--- config.mk ---
export PLATFORM = sky130hd
export DESIGN_NAME = operand_address_resolver
export DESIGN_NICKNAME = d
export VERILOG_FILES = /design/src/include/oar_pkg.sv /design/src/include/oar_cfg_if.sv /design/src/design/operand_address_resolver.sv /design/src/design/oar_data_res.sv /design/src/design/oar_prog_res.sv
export SDC_FILE = /design/constraint.sdc
export NUM_CORES = 1
export LEC_CHECK = 0
export ABC_CLOCK_PERIOD_IN_PS = 4350
export BUFFER_PORTS_ARGS = -buffer_cell sky130_fd_sc_hd__buf_2
export CORE_MARGIN = 3
export CORE_UTILIZATION = 55
export DETAILED_ROUTE_END_ITERATION = 16
export PLACE_DENSITY = 0.87
export SKIP_CTS_REPAIR_TIMING = 1
export SLEW_MARGIN = 25
export SYNTH_ARGS = -nofsm -noshare
export SYNTH_HDL_FRONTEND = slang
export SYNTH_SLANG_ARGS = --single-unit
--- constraint.sdc ---
create_clock -name I_CLK -period 4.35 [get_ports I_CLK]
set_clock_uncertainty 0.2 [all_clocks]
set_input_delay 0.2175 -clock I_CLK [delete_from_list [all_inputs] [get_ports I_CLK]]
set_output_delay 0.2175 -clock I_CLK [all_outputs]
set_load 0.05 [all_outputs]
--- src/include/oar_pkg.sv ---
// Overview of operation
// - Data space is 1024 four-bit RAM words plus a separate peripheral area.
// - Stack area may sit in RAM bank 0, 1, 2 or 3 by a select setting.
// - Bank flag clear: direct low addresses hit bank 0, high ones bank 15.
// - Indirect DE or DL accesses always go to bank 0.
// - Flag-bit operands use bank 15, only FB0H-FBFH and FF0H-FFFH.
// - Peripheral-bit operands use bank 15, only FC0H-FFFH.
// - Direct 8-bit transfers need an even address, paired with the next odd.
// - Block jump joins PC bits 14-12 with 12 bits; upper blocks extended only.
// - Short relative branch reaches PC-15 to PC-1 or PC+2 to PC+16.
// - Short call targets are 11 bits, 0000H to 07FFH.
// - Table vectors lie in 20H-7FH and must be even.
// - Absolute targets span 0000H-3FFFH; the 7FFFH form needs extended mode.
// - Pair operands pick one of eight pairs, four primary, four expansion.
// - Bit operands are 2 bits picking one bit of a 4-bit word.
// - PC is 15 bits; its top bit stays zero in compatible mode.
package oar_pkg;

   // -------------------------------------------------------------
   // Register port
   // -------------------------------------------------------------
   localparam int OAR_RA_W = 4;
   localparam int OAR_RD_W = 16;
   localparam logic [3:0] OAR_REG_CTRL = 4'h0;
   localparam logic [3:0] OAR_REG_BANK = 4'h1;
   localparam logic [3:0] OAR_REG_STACK = 4'h2;
   localparam logic [3:0] OAR_REG_PC = 4'h3;
   localparam logic [3:0] OAR_REG_STAT = 4'h4;
   localparam int OAR_CTRL_BE_BIT = 0;
   localparam int OAR_CTRL_EXT_BIT = 1;
   localparam int OAR_STAT_DERR_BIT = 4;
   localparam int OAR_STAT_PERR_BIT = 5;
   localparam logic [3:0] OAR_BANK_RST = 4'h0;
   localparam logic [1:0] OAR_STACK_RST = 2'h0;
   localparam logic [14:0] OAR_PC_RST = 15'h0000;

   // -------------------------------------------------------------
   // Address map
   // -------------------------------------------------------------
   localparam int OAR_RAM_WORDS = 1024;
   localparam logic [3:0] OAR_BANK_TOP = 4'hF;
   localparam logic [3:0] OAR_BANK_MAXRAM = 4'h3;
   localparam logic [7:0] OAR_FMEM_LO = 8'hFB;
   localparam logic [7:0] OAR_FMEM_HI = 8'hFF;
   localparam logic [5:0] OAR_PMEM_PAGE = 6'h3F;
   localparam logic [14:0] OAR_BLOCK_END = 15'h7F7F;
   localparam logic [14:0] OAR_REL_BACK = 15'h7FF1;
   localparam logic [14:0] OAR_REL_FWD_LO = 15'h0002;
   localparam logic [14:0] OAR_REL_FWD_HI = 15'h0010;
   localparam logic [6:0] OAR_TADDR_LO = 7'h20;

   typedef enum logic [2:0] {
      OAR_D_DIRECT, OAR_D_HL, OAR_D_PAIR, OAR_D_FMEM, OAR_D_PMEM
   } oar_dmode_t;

   typedef enum logic [2:0] {
      OAR_P_ABS14, OAR_P_ABS15, OAR_P_BLOCK, OAR_P_REL, OAR_P_SCALL,
      OAR_P_TABLE
   } oar_pmode_t;

endpackage

--- src/include/oar_cfg_if.sv ---
`timescale 1ns/1ns
`default_nettype none
interface oar_cfg_if;
   logic bank_en;
   logic [3:0] bank_sel;
   logic ext_mode;
   logic [14:0] pc;
   modport src (output bank_en, output bank_sel, output ext_mode,
                output pc);
   modport dst (input bank_en, input bank_sel, input ext_mode, input pc);
endinterface
`default_nettype wire

--- src/design/operand_address_resolver.sv ---
// The register addresses and the strobed register port were decided locally.
`timescale 1ns/1ns
`default_nettype none
module operand_address_resolver
   import oar_pkg::*;
(
   input wire logic I_CLK,
   input wire logic I_SYS_RST,
   // Register port
   input wire logic [oar_pkg::OAR_RA_W-1:0] I_REG_ADDR,
   input wire logic [oar_pkg::OAR_RD_W-1:0] I_REG_WDATA,
   input wire logic I_REG_WR,
   input wire logic I_REG_RD,
   output logic [oar_pkg::OAR_RD_W-1:0] O_REG_RDATA,
   // Program counter load from the core
   input wire logic I_PC_LOAD,
   input wire logic [14:0] I_PC_VAL,
   output logic [14:0] O_PC,
   // Data operand request
   input wire logic I_DREQ,
   input wire oar_pkg::oar_dmode_t I_DMODE,
   input wire logic [11:0] I_DOPND,
   input wire logic I_DWIDE,
   output logic O_DVALID,
   output logic [11:0] O_DADDR,
   output logic [11:0] O_DADDR_HI,
   output logic [9:0] O_RAM_IDX,
   output logic O_RAM_SEL,
   output logic O_PERIPH_SEL,
   output logic O_DERR,
   // Program operand request
   input wire logic I_PREQ,
   input wire oar_pkg::oar_pmode_t I_PMODE,
   input wire logic [14:0] I_POPND,
   output logic O_PVALID,
   output logic [14:0] O_PADDR,
   output logic O_PERR,
   // Register field decode
   input wire logic I_FREQ,
   input wire logic [2:0] I_PAIR_SEL,
   input wire logic [1:0] I_BIT_SEL,
   output logic O_FVALID,
   output logic [7:0] O_PAIR_ONEHOT,
   output logic O_PAIR_EXPANSION,
   output logic [3:0] O_BIT_MASK,
   // Bank status
   output logic [3:0] O_ACTIVE_BANK,
   output logic [1:0] O_STACK_BANK,
   output logic O_EXTENDED_MODE
);
   import oar_pkg::*;

   // -------------------------------------------------------------
   // State
   // -------------------------------------------------------------
   typedef struct packed {
      logic bank_enable_flag;
      logic extended_mode;
      logic [3:0] bank_select_reg;
      logic [1:0] stack_bank;
      logic [14:0] pc;
      logic [OAR_RD_W-1:0] rdata;
      logic derr_sticky;
      logic perr_sticky;
      logic dvalid;
      logic [11:0] daddr;
      logic [11:0] daddr_hi;
      logic [9:0] ram_idx;
      logic ram_sel;
      logic periph_sel;
      logic derr;
      logic pvalid;
      logic [14:0] paddr;
      logic perr;
      logic fvalid;
      logic [7:0] pair_onehot;
      logic pair_exp;
      logic [3:0] bit_mask;
   } oar_state_t;

   oar_state_t st_ff;
   oar_state_t nxt_st;

   oar_cfg_if cfg ();

   logic [11:0] d_addr;
   logic d_periph;
   logic d_err;
   logic [14:0] p_addr;
   logic p_err;
   logic [3:0] active_bank;

   // -------------------------------------------------------------
   // Configuration seen by the resolvers
   // -------------------------------------------------------------
   assign cfg.bank_en = st_ff.bank_enable_flag;
   assign cfg.bank_sel = st_ff.bank_select_reg;
   assign cfg.ext_mode = st_ff.extended_mode;
   assign cfg.pc = st_ff.pc;

   // Bank used by HL and direct low-half accesses
   assign active_bank = st_ff.bank_enable_flag ?
                        st_ff.bank_select_reg : 4'h0;

   // -------------------------------------------------------------
   // Resolvers
   // -------------------------------------------------------------
   oar_data_res u_data (
      .cfg (cfg),
      .i_mode (I_DMODE),
      .i_opnd (I_DOPND),
      .i_wide (I_DWIDE),
      .o_addr (d_addr),
      .o_periph (d_periph),
      .o_err (d_err)
   );

   oar_prog_res u_prog (
      .cfg (cfg),
      .i_mode (I_PMODE),
      .i_opnd (I_POPND),
      .o_addr (p_addr),
      .o_err (p_err)
   );

   // -------------------------------------------------------------
   // Legal bank select values
   // -------------------------------------------------------------
   function automatic logic bank_legal(input logic [3:0] b);
      bank_legal = (b <= OAR_BANK_MAXRAM) || (b == OAR_BANK_TOP);
   endfunction

   // -------------------------------------------------------------
   // Next state
   // -------------------------------------------------------------
   always_comb
   begin
      nxt_st = st_ff;
      nxt_st.dvalid = 1'b0;
      nxt_st.pvalid = 1'b0;
      nxt_st.fvalid = 1'b0;
      nxt_st.rdata = '0;

      // Register reads, data in the next cycle only
      if (I_REG_RD)
      begin
         case (I_REG_ADDR)
            OAR_REG_CTRL:
            begin
               nxt_st.rdata[OAR_CTRL_BE_BIT] = st_ff.bank_enable_flag;
               nxt_st.rdata[OAR_CTRL_EXT_BIT] = st_ff.extended_mode;
            end
            OAR_REG_BANK:
               nxt_st.rdata[3:0] = st_ff.bank_select_reg;
            OAR_REG_STACK:
               nxt_st.rdata[1:0] = st_ff.stack_bank;
            OAR_REG_PC:
               nxt_st.rdata[14:0] = st_ff.pc;
            OAR_REG_STAT:
            begin
               nxt_st.rdata[3:0] = active_bank;
               nxt_st.rdata[OAR_STAT_DERR_BIT] = st_ff.derr_sticky;
               nxt_st.rdata[OAR_STAT_PERR_BIT] = st_ff.perr_sticky;
            end
            default:
               nxt_st.rdata = '0;
         endcase
      end

      // Register writes
      if (I_REG_WR)
      begin
         case (I_REG_ADDR)
            OAR_REG_CTRL:
            begin
               nxt_st.bank_enable_flag = I_REG_WDATA[OAR_CTRL_BE_BIT];
               nxt_st.extended_mode = I_REG_WDATA[OAR_CTRL_EXT_BIT];
               // Leaving extended mode drops the top PC bit
               if (!I_REG_WDATA[OAR_CTRL_EXT_BIT])
                  nxt_st.pc[14] = 1'b0;
            end
            OAR_REG_BANK:
            begin
               // Banks 4-14 do not exist, so such a write is dropped
               if (bank_legal(I_REG_WDATA[3:0]))
                  nxt_st.bank_select_reg = I_REG_WDATA[3:0];
            end
            OAR_REG_STACK:
               nxt_st.stack_bank = I_REG_WDATA[1:0];
            OAR_REG_PC:
            begin
               nxt_st.pc = I_REG_WDATA[14:0];
               if (!st_ff.extended_mode)
                  nxt_st.pc[14] = 1'b0;
            end
            OAR_REG_STAT:
            begin
               // Write one to clear
               if (I_REG_WDATA[OAR_STAT_DERR_BIT])
                  nxt_st.derr_sticky = 1'b0;
               if (I_REG_WDATA[OAR_STAT_PERR_BIT])
                  nxt_st.perr_sticky = 1'b0;
            end
            default:
               nxt_st.derr_sticky = st_ff.derr_sticky;
         endcase
      end

      // Core loads beat a register write in the same cycle
      if (I_PC_LOAD)
      begin
         nxt_st.pc = I_PC_VAL;
         if (!nxt_st.extended_mode)
            nxt_st.pc[14] = 1'b0;
      end

      // Data operand resolution
      if (I_DREQ)
      begin
         nxt_st.dvalid = 1'b1;
         nxt_st.daddr = d_addr;
         nxt_st.daddr_hi = {d_addr[11:1], 1'b1};
         nxt_st.derr = d_err;
         nxt_st.periph_sel = d_periph & ~d_err;
         nxt_st.ram_sel = ~d_periph & ~d_err;
         nxt_st.ram_idx = {d_addr[9:8], d_addr[7:0]};
         // Set wins over a clear in the same cycle
         if (d_err)
            nxt_st.derr_sticky = 1'b1;
      end

      // Program operand resolution
      if (I_PREQ)
      begin
         nxt_st.pvalid = 1'b1;
         nxt_st.paddr = p_addr;
         nxt_st.perr = p_err;
         if (p_err)
            nxt_st.perr_sticky = 1'b1;
      end

      // Register pair and bit field decode
      if (I_FREQ)
      begin
         nxt_st.fvalid = 1'b1;
         nxt_st.pair_onehot = 8'h01 << I_PAIR_SEL;
         nxt_st.pair_exp = I_PAIR_SEL[2];
         nxt_st.bit_mask = 4'h1 << I_BIT_SEL;
      end
   end

   // -------------------------------------------------------------
   // State register
   // -------------------------------------------------------------
   always_ff @(posedge I_CLK)
   begin
      if (I_SYS_RST)
      begin
         st_ff <= '0;
         st_ff.bank_select_reg <= OAR_BANK_RST;
         st_ff.stack_bank <= OAR_STACK_RST;
         st_ff.pc <= OAR_PC_RST;
      end
      else
      begin
         st_ff <= nxt_st;
      end
   end

   // -------------------------------------------------------------
   // Outputs
   // -------------------------------------------------------------
   assign O_REG_RDATA = st_ff.rdata;
   assign O_PC = st_ff.pc;
   assign O_DVALID = st_ff.dvalid;
   assign O_DADDR = st_ff.daddr;
   assign O_DADDR_HI = st_ff.daddr_hi;
   assign O_RAM_IDX = st_ff.ram_idx;
   assign O_RAM_SEL = st_ff.ram_sel;
   assign O_PERIPH_SEL = st_ff.periph_sel;
   assign O_DERR = st_ff.derr;
   assign O_PVALID = st_ff.pvalid;
   assign O_PADDR = st_ff.paddr;
   assign O_PERR = st_ff.perr;
   assign O_FVALID = st_ff.fvalid;
   assign O_PAIR_ONEHOT = st_ff.pair_onehot;
   assign O_PAIR_EXPANSION = st_ff.pair_exp;
   assign O_BIT_MASK = st_ff.bit_mask;
   assign O_ACTIVE_BANK = active_bank;
   assign O_STACK_BANK = st_ff.stack_bank;
   assign O_EXTENDED_MODE = st_ff.extended_mode;

endmodule
`default_nettype wire

--- src/design/oar_data_res.sv ---
`timescale 1ns/1ns
`default_nettype none
module oar_data_res
   import oar_pkg::*;
(
   oar_cfg_if.dst cfg,
   input wire oar_pkg::oar_dmode_t i_mode,
   input wire logic [11:0] i_opnd,
   input wire logic i_wide,
   output logic [11:0] o_addr,
   output logic o_periph,
   output logic o_err
);
   import oar_pkg::*;

   logic [3:0] bank;
   logic [7:0] low;

   always_comb
   begin
      bank = 4'h0;
      low = i_opnd[7:0];
      o_err = 1'b0;
      case (i_mode)
         OAR_D_DIRECT:
         begin
            if (cfg.bank_en)
               bank = cfg.bank_sel;
            else
               bank = i_opnd[7] ? OAR_BANK_TOP : 4'h0;
            o_err = i_wide & i_opnd[0];
         end
         OAR_D_HL:
            bank = cfg.bank_en ? cfg.bank_sel : 4'h0;
         OAR_D_PAIR:
            bank = 4'h0;
         OAR_D_FMEM:
         begin
            bank = OAR_BANK_TOP;
            o_err = (i_opnd[11:4] != OAR_FMEM_LO) &&
                    (i_opnd[11:4] != OAR_FMEM_HI);
         end
         OAR_D_PMEM:
         begin
            bank = OAR_BANK_TOP;
            o_err = i_opnd[11:6] != OAR_PMEM_PAGE;
         end
         default:
            o_err = 1'b1;
      endcase
      // Banks 4-14 hold nothing at all
      if (bank > OAR_BANK_MAXRAM && bank != OAR_BANK_TOP)
         o_err = 1'b1;
      o_addr = {bank, low};
      o_periph = (bank == OAR_BANK_TOP) && low[7];
   end
endmodule
`default_nettype wire

--- src/design/oar_prog_res.sv ---
`timescale 1ns/1ns
`default_nettype none
module oar_prog_res
   import oar_pkg::*;
(
   oar_cfg_if.dst cfg,
   input wire oar_pkg::oar_pmode_t i_mode,
   input wire logic [14:0] i_opnd,
   output logic [14:0] o_addr,
   output logic o_err
);
   import oar_pkg::*;

   logic [14:0] diff;

   always_comb
   begin
      diff = i_opnd - cfg.pc;
      o_addr = i_opnd;
      o_err = 1'b0;
      case (i_mode)
         OAR_P_ABS14:
         begin
            o_addr = {1'b0, i_opnd[13:0]};
            o_err = i_opnd[14];
         end
         OAR_P_ABS15:
            o_err = ~cfg.ext_mode;
         OAR_P_BLOCK:
         begin
            o_addr = {cfg.pc[14:12], i_opnd[11:0]};
            o_err = o_addr > OAR_BLOCK_END;
         end
         OAR_P_REL:
            o_err = !((diff >= OAR_REL_BACK) ||
                      (diff >= OAR_REL_FWD_LO &&
                       diff <= OAR_REL_FWD_HI));
         OAR_P_SCALL:
         begin
            o_addr = {4'h0, i_opnd[10:0]};
            o_err = i_opnd[14:11] != 4'h0;
         end
         OAR_P_TABLE:
         begin
            o_addr = {8'h00, i_opnd[6:0]};
            o_err = (i_opnd[14:7] != 8'h00) || i_opnd[0] ||
                    (i_opnd[6:0] < OAR_TADDR_LO);
         end
         default:
            o_err = 1'b1;
      endcase
      // Upper half exists only in extended mode
      if (o_addr[14] && !cfg.ext_mode)
         o_err = 1'b1;
   end
endmodule
`default_nettype wire

==> run_results.csv, run 1 <==
group,metric,value,unit
worst_setup_path,cp-end-kind,"register",
synthesis,async_reset_ff_share,0,%
sta,setup_violations,0,
global_route,grt_pass1_vias,4630,
synthesis,synthFlopType,"dfxtp_1",
power,powerDensity,347,nW/um^2
detailed_routing,num_vias,4917,
synthesis,synth_nets,765,
detailed_routing,wl_per_cell,16.0,um
hold_path,hold_start,"I_POPND[8]",
synthesis,synth_cell_type_count,61,
worst_setup_path,start_kind,"input port",
worst_setup_path,r2r_cells,10,
global_route,antenna_found_initial,1,
placement,numPlacedInstances,858,
sta,clock.fmax,305,MHz
global_route,grt_pass1_wl,22.4,mm
synthesis,syn_avg_cell_area,8.12,sq um
synthesis,synth_common_cells,"nor2_1 (99), buf_4 (95), dfxtp_1 (88)",
finish,antennaDiodeCount,0,
detailed_routing,wl,14.3,mm
finish,regArea,1760,sq um
hold_path,hp-class,"input port to register",
sta,rsz0062_at_grt,"no",
worst_setup_path,slowest_delay,520,ps
finish,fillers,798,
synthesis,ys_seq_area_share,32.5,%
global_route,track_usage,24.4,%
sta,finalSetupTns,0,ps
finish,syn2layout_area_growth,12.7,%
cts,cts_num_sinks,88,
sta,worstMarginPinSlew,771,ps
synthesis,synthDominantCellAreaShare,32.5,%
detailed_routing,ant_nets,0,
worst_setup_path,crit_slowest_cell,"dlygate4sd3_1",
detailed_routing,vias_per_cell,5.50,
global_route,met3_usage,5.39,%
placement,place_area,5680,sq um
floorplanning,die_w,105,um
detailed_routing,drt_pass1_iterations,5,
sta,min_period,3280,ps
hold_path,min_path_cells,3,
placement,hpwl,10.6,mm
synthesis,synth_cells,668,
synthesis,yosysMostFrequentCell,"nor2_1",
finish,fin_cells,894,
sta,period_share,75.5,%
cts,clk_path_buf_depth,2,
power,ir_drop,201,uV
finish,multi_input_area,2730,sq um
floorplanning,start_util,57.6,%
cts,cts_buffers,9,
synthesis,synth_area,5420,sq um
worst_setup_path,crit_required,4400,ps
finish,fin_area,6110,sq um
finish,utilization,64.9,%
cts,clk_pin_slew,100,ps
worst_setup_path,worstReg2RegStart,"O_PC[2]$_SDFFE_PP0P_",
synthesis,synth_area_leaders,"dfxtp_1 (32%), buf_4 (13%), nor2_1 (6.9%)",
detailed_routing,drt_iter0_drc,175,
synthesis,synth_edf_count,0,
floorplanning,coreArea,9420,sq um
floorplanning,boundaryPins,189,
detailed_routing,drc,0,
sta,finalHoldViolCount,4,
worst_setup_path,crit_buf_inv,3,
power,p_leak,2.88,nW
cts,tritoncts,"built",
worst_setup_path,crit_family,"simple AND/OR/NAND/NOR gates",
floorplanning,rows,35,
floorplanning,die-area,11100,sq um
placement,gp_congestion,0.875,
cts,clk_latency,360,ps
cts,htreeDepth,3,
run_status,violations,"negative hold slack",
hold_path,hold_end,"O_PADDR[8]$_SDFFE_PP0P_",
placement,io_buffers,186,
global_route,grt_use_met1,30.0,%
global_route,grt_max_degree,74,
synthesis,yosysWarnings,0,
run,drv_cap,0,
global_route,busiest_layer,"met2",
sta,hold_slack,-45.5,ps
synthesis,yosysTopAreaCell,"dfxtp_1",
worst_setup_path,cp.arrival,3330,ps
worst_setup_path,path_class,"input port to register",
worst_setup_path,critPathMaxFanout,3,
worst_setup_path,r2r-end,"O_PERR$_SDFFE_PP0P_",
finish,layout.nets,857,
sta,max-slew-margin-rel,48.6,%
worst_setup_path,rrSetupSlack,1250,ps
synthesis,ys_ff_latch,88,
worst_setup_path,crit_chain,"dlygate4sd3_1 -> buf_2 -> inv_1 -> ha_1 -> fa_1 -> nand2b_1 -> a21oi_1 -> xor2_1 -> and2b_1 -> o211ai_1 -> or4_4 -> a2111oi_4 -> o31ai_1",
cts,root_buffer,"clkbuf_8",
global_route,overflow,0,
run_status,status,"finished, violations left",
floorplanning,die_h,105,um
finish,drive_gt1_share,28.0,%
global_route,met2_usage,42.2,%
sta,slew_violations,0,
==> cells by family (layout without fill, tap and decap cells) <==
logic type,after synthesis,count (layout),share of synthesized area [%]
multiplexers,33,33,6.34
adder cells (fa/ha/maj),15,15,3.60
flip-flops,88,88,32.5
AND/OR/NAND/NOR,234,234,21.8
buffers and inverters,148,245,17.1
AO/OA/AOI/OAI,138,138,16.8
other,1,1,0.0691
XOR/XNOR,11,11,1.78
==> state kept, by name (all words and copies together) (netlist names), 2 cells and up <==
signal         flops
O_PADDR           15
O_DADDR           12
cfg.bank_sel       4
O_BIT_MASK         4
O_PAIR_ONEHOT      8
O_STACK_BANK       2
O_REG_RDATA       15
O_PC              15
st_ff              2
==> report_power, final <==
group          internal (mW)  total, mW  leakage, nW  switching [mW]
combinational          0.192      0.593         2.04           0.401
sequential             0.841      0.869        0.721          0.0276
clock                  0.346      0.660        0.116           0.314
==> worst reg2reg max path, cell delays in order, from the launching register on <==
cell,delay (ps)
dfxtp_1,440
inv_1,70
ha_1,350
nor2_1,50
a21oi_1,270
a31oi_1,220
o31ai_1,330
xor2_1,130
or4_4,570
a2111oi_4,240
o31ai_1,110
==> placed cells by master, fill, tap and decap left out, types with 14 or more instances in the layout <==
| cell | synthesis | layout |
|---|---|---|
| ha_1 | 14 | 14 |
| nand2_1 | 26 | 26 |
| inv_1 | 20 | 20 |
| a211oi_1 | 24 | 24 |
| nor2_1 | 99 | 99 |
| a22oi_1 | 14 | 14 |
| a21oi_1 | 49 | 49 |
| nor2b_1 | 19 | 19 |
| dlygate4sd3_1 | 0 | 20 |
| buf_2 | 2 | 186 |
| nor3_1 | 16 | 16 |
| nand2b_1 | 17 | 17 |
| mux2i_1 | 31 | 31 |
| dfxtp_1 | 88 | 88 |
==> final cells by class <==
type / count / area share (%)
multi-input cells: 432 / 44.7
flip-flops and latches: 88 / 28.8
repair buffers: 208 / 18.8
well taps: 129 / 2.64
clock buffers: 11 / 2.31
clock inverters: 5 / 1.45
inverters: 21 / 1.29
==> through the flow <==
step	worst slack (ps)	total power [mW]	hold slack (ps)
2_1_floorplan	1540	1.36	157
3_3_place_gp	1300	1.45	242
3_5_place_dp	1280	1.46	254
4_1_cts	1260	2.12	-117
5_1_grt	948	2.22	2.59
6_report	1070	2.12	-45.5
==> routing by layer <==
layer,up-vias,part of all wire [%]
met2,209,49
met4,2,1.8
met3,24,7.1
li1,2402,-
met5,-,0.091
met1,2280,42
==> how the worst max path moves through the flow <==
stage / start / endpoint / slack, ps / depth (start not counted)
2_1_floorplan: O_PC[4]$_SDFFE_PP0P_ / O_PERR$_SDFFE_PP0P_ / 1540 / 10
3_3_place_gp: O_PC[1]$_SDFFE_PP0P_ / st_ff[69]$_SDFF_PP0_ / 1300 / 10
3_5_place_dp: O_PC[1]$_SDFFE_PP0P_ / O_PERR$_SDFFE_PP0P_ / 1280 / 10
4_1_cts: O_PC[1]$_SDFFE_PP0P_ / O_PERR$_SDFFE_PP0P_ / 1260 / 10
5_1_grt: I_POPND[0] / O_PERR$_SDFFE_PP0P_ / 950 / 13
6_report: I_POPND[0] / O_PERR$_SDFFE_PP0P_ / 1070 / 13
(Power assumes the default switching activity.)
==> run 2: changes to the inputs <==
--- a/config.mk
+++ b/config.mk
@@ -5,12 +5,12 @@
 export SDC_FILE = /design/constraint.sdc
 export NUM_CORES = 1
 export LEC_CHECK = 0
-export ABC_CLOCK_PERIOD_IN_PS = 4350
+export ABC_CLOCK_PERIOD_IN_PS = 3000
 export BUFFER_PORTS_ARGS = -buffer_cell sky130_fd_sc_hd__buf_2
 export CORE_MARGIN = 3
-export CORE_UTILIZATION = 55
+export CORE_UTILIZATION = 46
 export DETAILED_ROUTE_END_ITERATION = 16
-export PLACE_DENSITY = 0.87
+export PLACE_DENSITY = 0.77
 export SKIP_CTS_REPAIR_TIMING = 1
 export SLEW_MARGIN = 25
 export SYNTH_ARGS = -nofsm -noshare
==> constraint.sdc (replaced) <==
create_clock -name I_CLK -period 3 [get_ports I_CLK]
set_clock_uncertainty 0.2 [all_clocks]
set_input_delay 0.15 -clock I_CLK [delete_from_list [all_inputs] [get_ports I_CLK]]
set_output_delay 0.15 -clock I_CLK [all_outputs]
set_load 0.05 [all_outputs]
==> run 2 against run 1 <==
  * The run still ends with negative hold slack left
  * Global-route usage is 3.1 points lower
  * Clock power is 71% higher
  * Count of clock-buffer cells in the layout stayed put
  * Worst setup slack worse by 990 ps
  * Sequential share of layout area is 2.1 points lower
  * Worst hold slack better by 20 ps
  * Wire length is 3.4% higher
  * Sequential power is 45% higher
  * Power is 58% higher
  * Register-to-register slack worse by 1200 ps
  * Via count is 1.4% higher
  * Core utilization is 7.1 points lower
==> run_results.csv, run 2 (synthesis gave the netlist of run 1 again) <==
group,metric,value,unit
floorplanning,die_w,115,um
sta,finalHoldViolCount,3,
power,ir_drop,291,uV
worst_setup_path,crit_slowest_cell,"or4b_1",
run_status,violations,"negative hold slack",
detailed_routing,wl_per_cell,15.8,um
finish,fin_cells,939,
worst_setup_path,slowest_delay,510,ps
detailed_routing,vias_per_cell,5.31,
floorplanning,start_util,47.3,%
worst_setup_path,path_class,"register to register",
global_route,grt_pass1_vias,4524,
global_route,overflow,0,
sta,max-slew-margin-rel,59.6,%
detailed_routing,drc,0,
global_route,track_usage,21.3,%
floorplanning,rows,39,
global_route,grt_max_degree,40,
cts,clk_latency,340,ps
worst_setup_path,crit_required,3020,ps
detailed_routing,ant_nets,0,
detailed_routing,drt_iter0_drc,356,
global_route,grt_pass1_wl,22.2,mm
global_route,busiest_layer,"met2",
sta,finalSetupTns,0,ps
hold_path,hp-class,"input port to register",
sta,min_period,2930,ps
detailed_routing,drt_pass1_iterations,5,
worst_setup_path,start_kind,"register",
finish,utilization,57.8,%
sta,slew_violations,0,
sta,period_share,97.6,%
worst_setup_path,cp.arrival,2950,ps
worst_setup_path,cp-end-kind,"register",
sta,setup_violations,0,
global_route,grt_use_met1,25.7,%
sta,hold_slack,-25.8,ps
detailed_routing,num_vias,4988,
worst_setup_path,crit_buf_inv,1,
worst_setup_path,crit_chain,"inv_2 -> ha_4 -> a21o_1 -> a21o_1 -> or4b_1 -> nand4b_1 -> nand3_1 -> or4_4 -> a2111oi_4 -> o31ai_1",
placement,io_buffers,186,
power,powerDensity,505,nW/um^2
finish,drive_gt1_share,33.4,%
detailed_routing,wl,14.8,mm
worst_setup_path,path_common_cell,"a21o_1",
placement,gp_congestion,0.907,
floorplanning,die-area,13100,sq um
finish,antennaDiodeCount,0,
run,drv_cap,0,
finish,syn2layout_area_growth,22.1,%
sta,rsz0062_at_grt,"yes",
finish,layout.nets,888,
cts,clk_pin_slew,70,ps
global_route,antenna_found_initial,0,
cts,root_buffer,"clkbuf_16",
finish,layout_commonest_cell,"buf_2",
global_route,met3_usage,5.18,%
placement,hpwl,10.7,mm
worst_setup_path,crit_family,"simple AND/OR/NAND/NOR gates",
run_status,status,"finished, violations left",
cts,cts_buffers,9,
cts,htreeDepth,3,
sta,worstMarginPinSlew,606,ps
power,p_leak,3.06,nW
cts,clk_path_buf_depth,2,
sta,clock.fmax,341,MHz
cts,cts_num_sinks,88,
finish,final_cell_mix,"buf_2 (186), nor2_1 (98), dfxtp_1 (79)",
floorplanning,die_h,115,um
worst_setup_path,critPathMaxFanout,5,
floorplanning,coreArea,11500,sq um
placement,numPlacedInstances,883,
floorplanning,boundaryPins,189,
global_route,met2_usage,35.5,%
cts,tritoncts,"built",
==> run 2: final timing paths <==
kind                                           start                 endpoint  slack (ps)  cells past startpoint
worst max-delay path            O_PC[3]$_SDFFE_PP0P_     st_ff[69]$_SDFF_PP0_          70                     10
worst min-delay path                      I_POPND[5]  O_PADDR[5]$_SDFFE_PP0P_         -30                      3
worst max register to register  O_PC[3]$_SDFFE_PP0P_     st_ff[69]$_SDFF_PP0_          70                     10
worst min register to register  st_ff[70]$_SDFF_PP0_     st_ff[70]$_SDFF_PP0_         260                      2
==> run 2: area by class of cell <==
class / instances / area [sq um]
multi-input combinational: 432 / 2880
sequential: 88 / 1770
inverter: 21 / 78.8
tap: 143 / 179
fill: 1026 / 4840
clock inverter: 5 / 56.3
timing repair buffer: 239 / 1410
clock buffer: 11 / 243
==> run 2: tightest hold or removal path, delay by kind of cell <==
family / cells / cell delay (ps)
buffers and inverters: 1 / 150
multiplexers: 1 / 100
AND/OR/NAND/NOR: 1 / 80
==> run 2: per-stage QoR <==
step / worst slack, ps / area [sq um] / total power [mW] / hold WS [ps]
final: 71.6 / 6620 / 3.34 / -25.8
after global routing: -26.5 / 6620 / 3.50 / 9.49
after CTS: 58.8 / 6080 / 3.26 / -163
after detailed placement: 81.5 / 5780 / 2.14 / 196
after global placement: 135 / 5780 / 2.13 / 184
after floorplan: 190 / 5420 / 1.98 / 89.1
==> run 2: routing by layer <==
metal | vias up | wire [um]
met4 | 0 | 482
met2 | 212 | 7170
li1 | 2470 | -
met1 | 2272 | 6150
met5 | - | 0
met3 | 34 | 1030
==> run 2: where the power goes <==
part           switching [mW]  internal [mW]
Clock                   0.463          0.667
Sequential             0.0385           1.22
Combinational           0.614          0.340
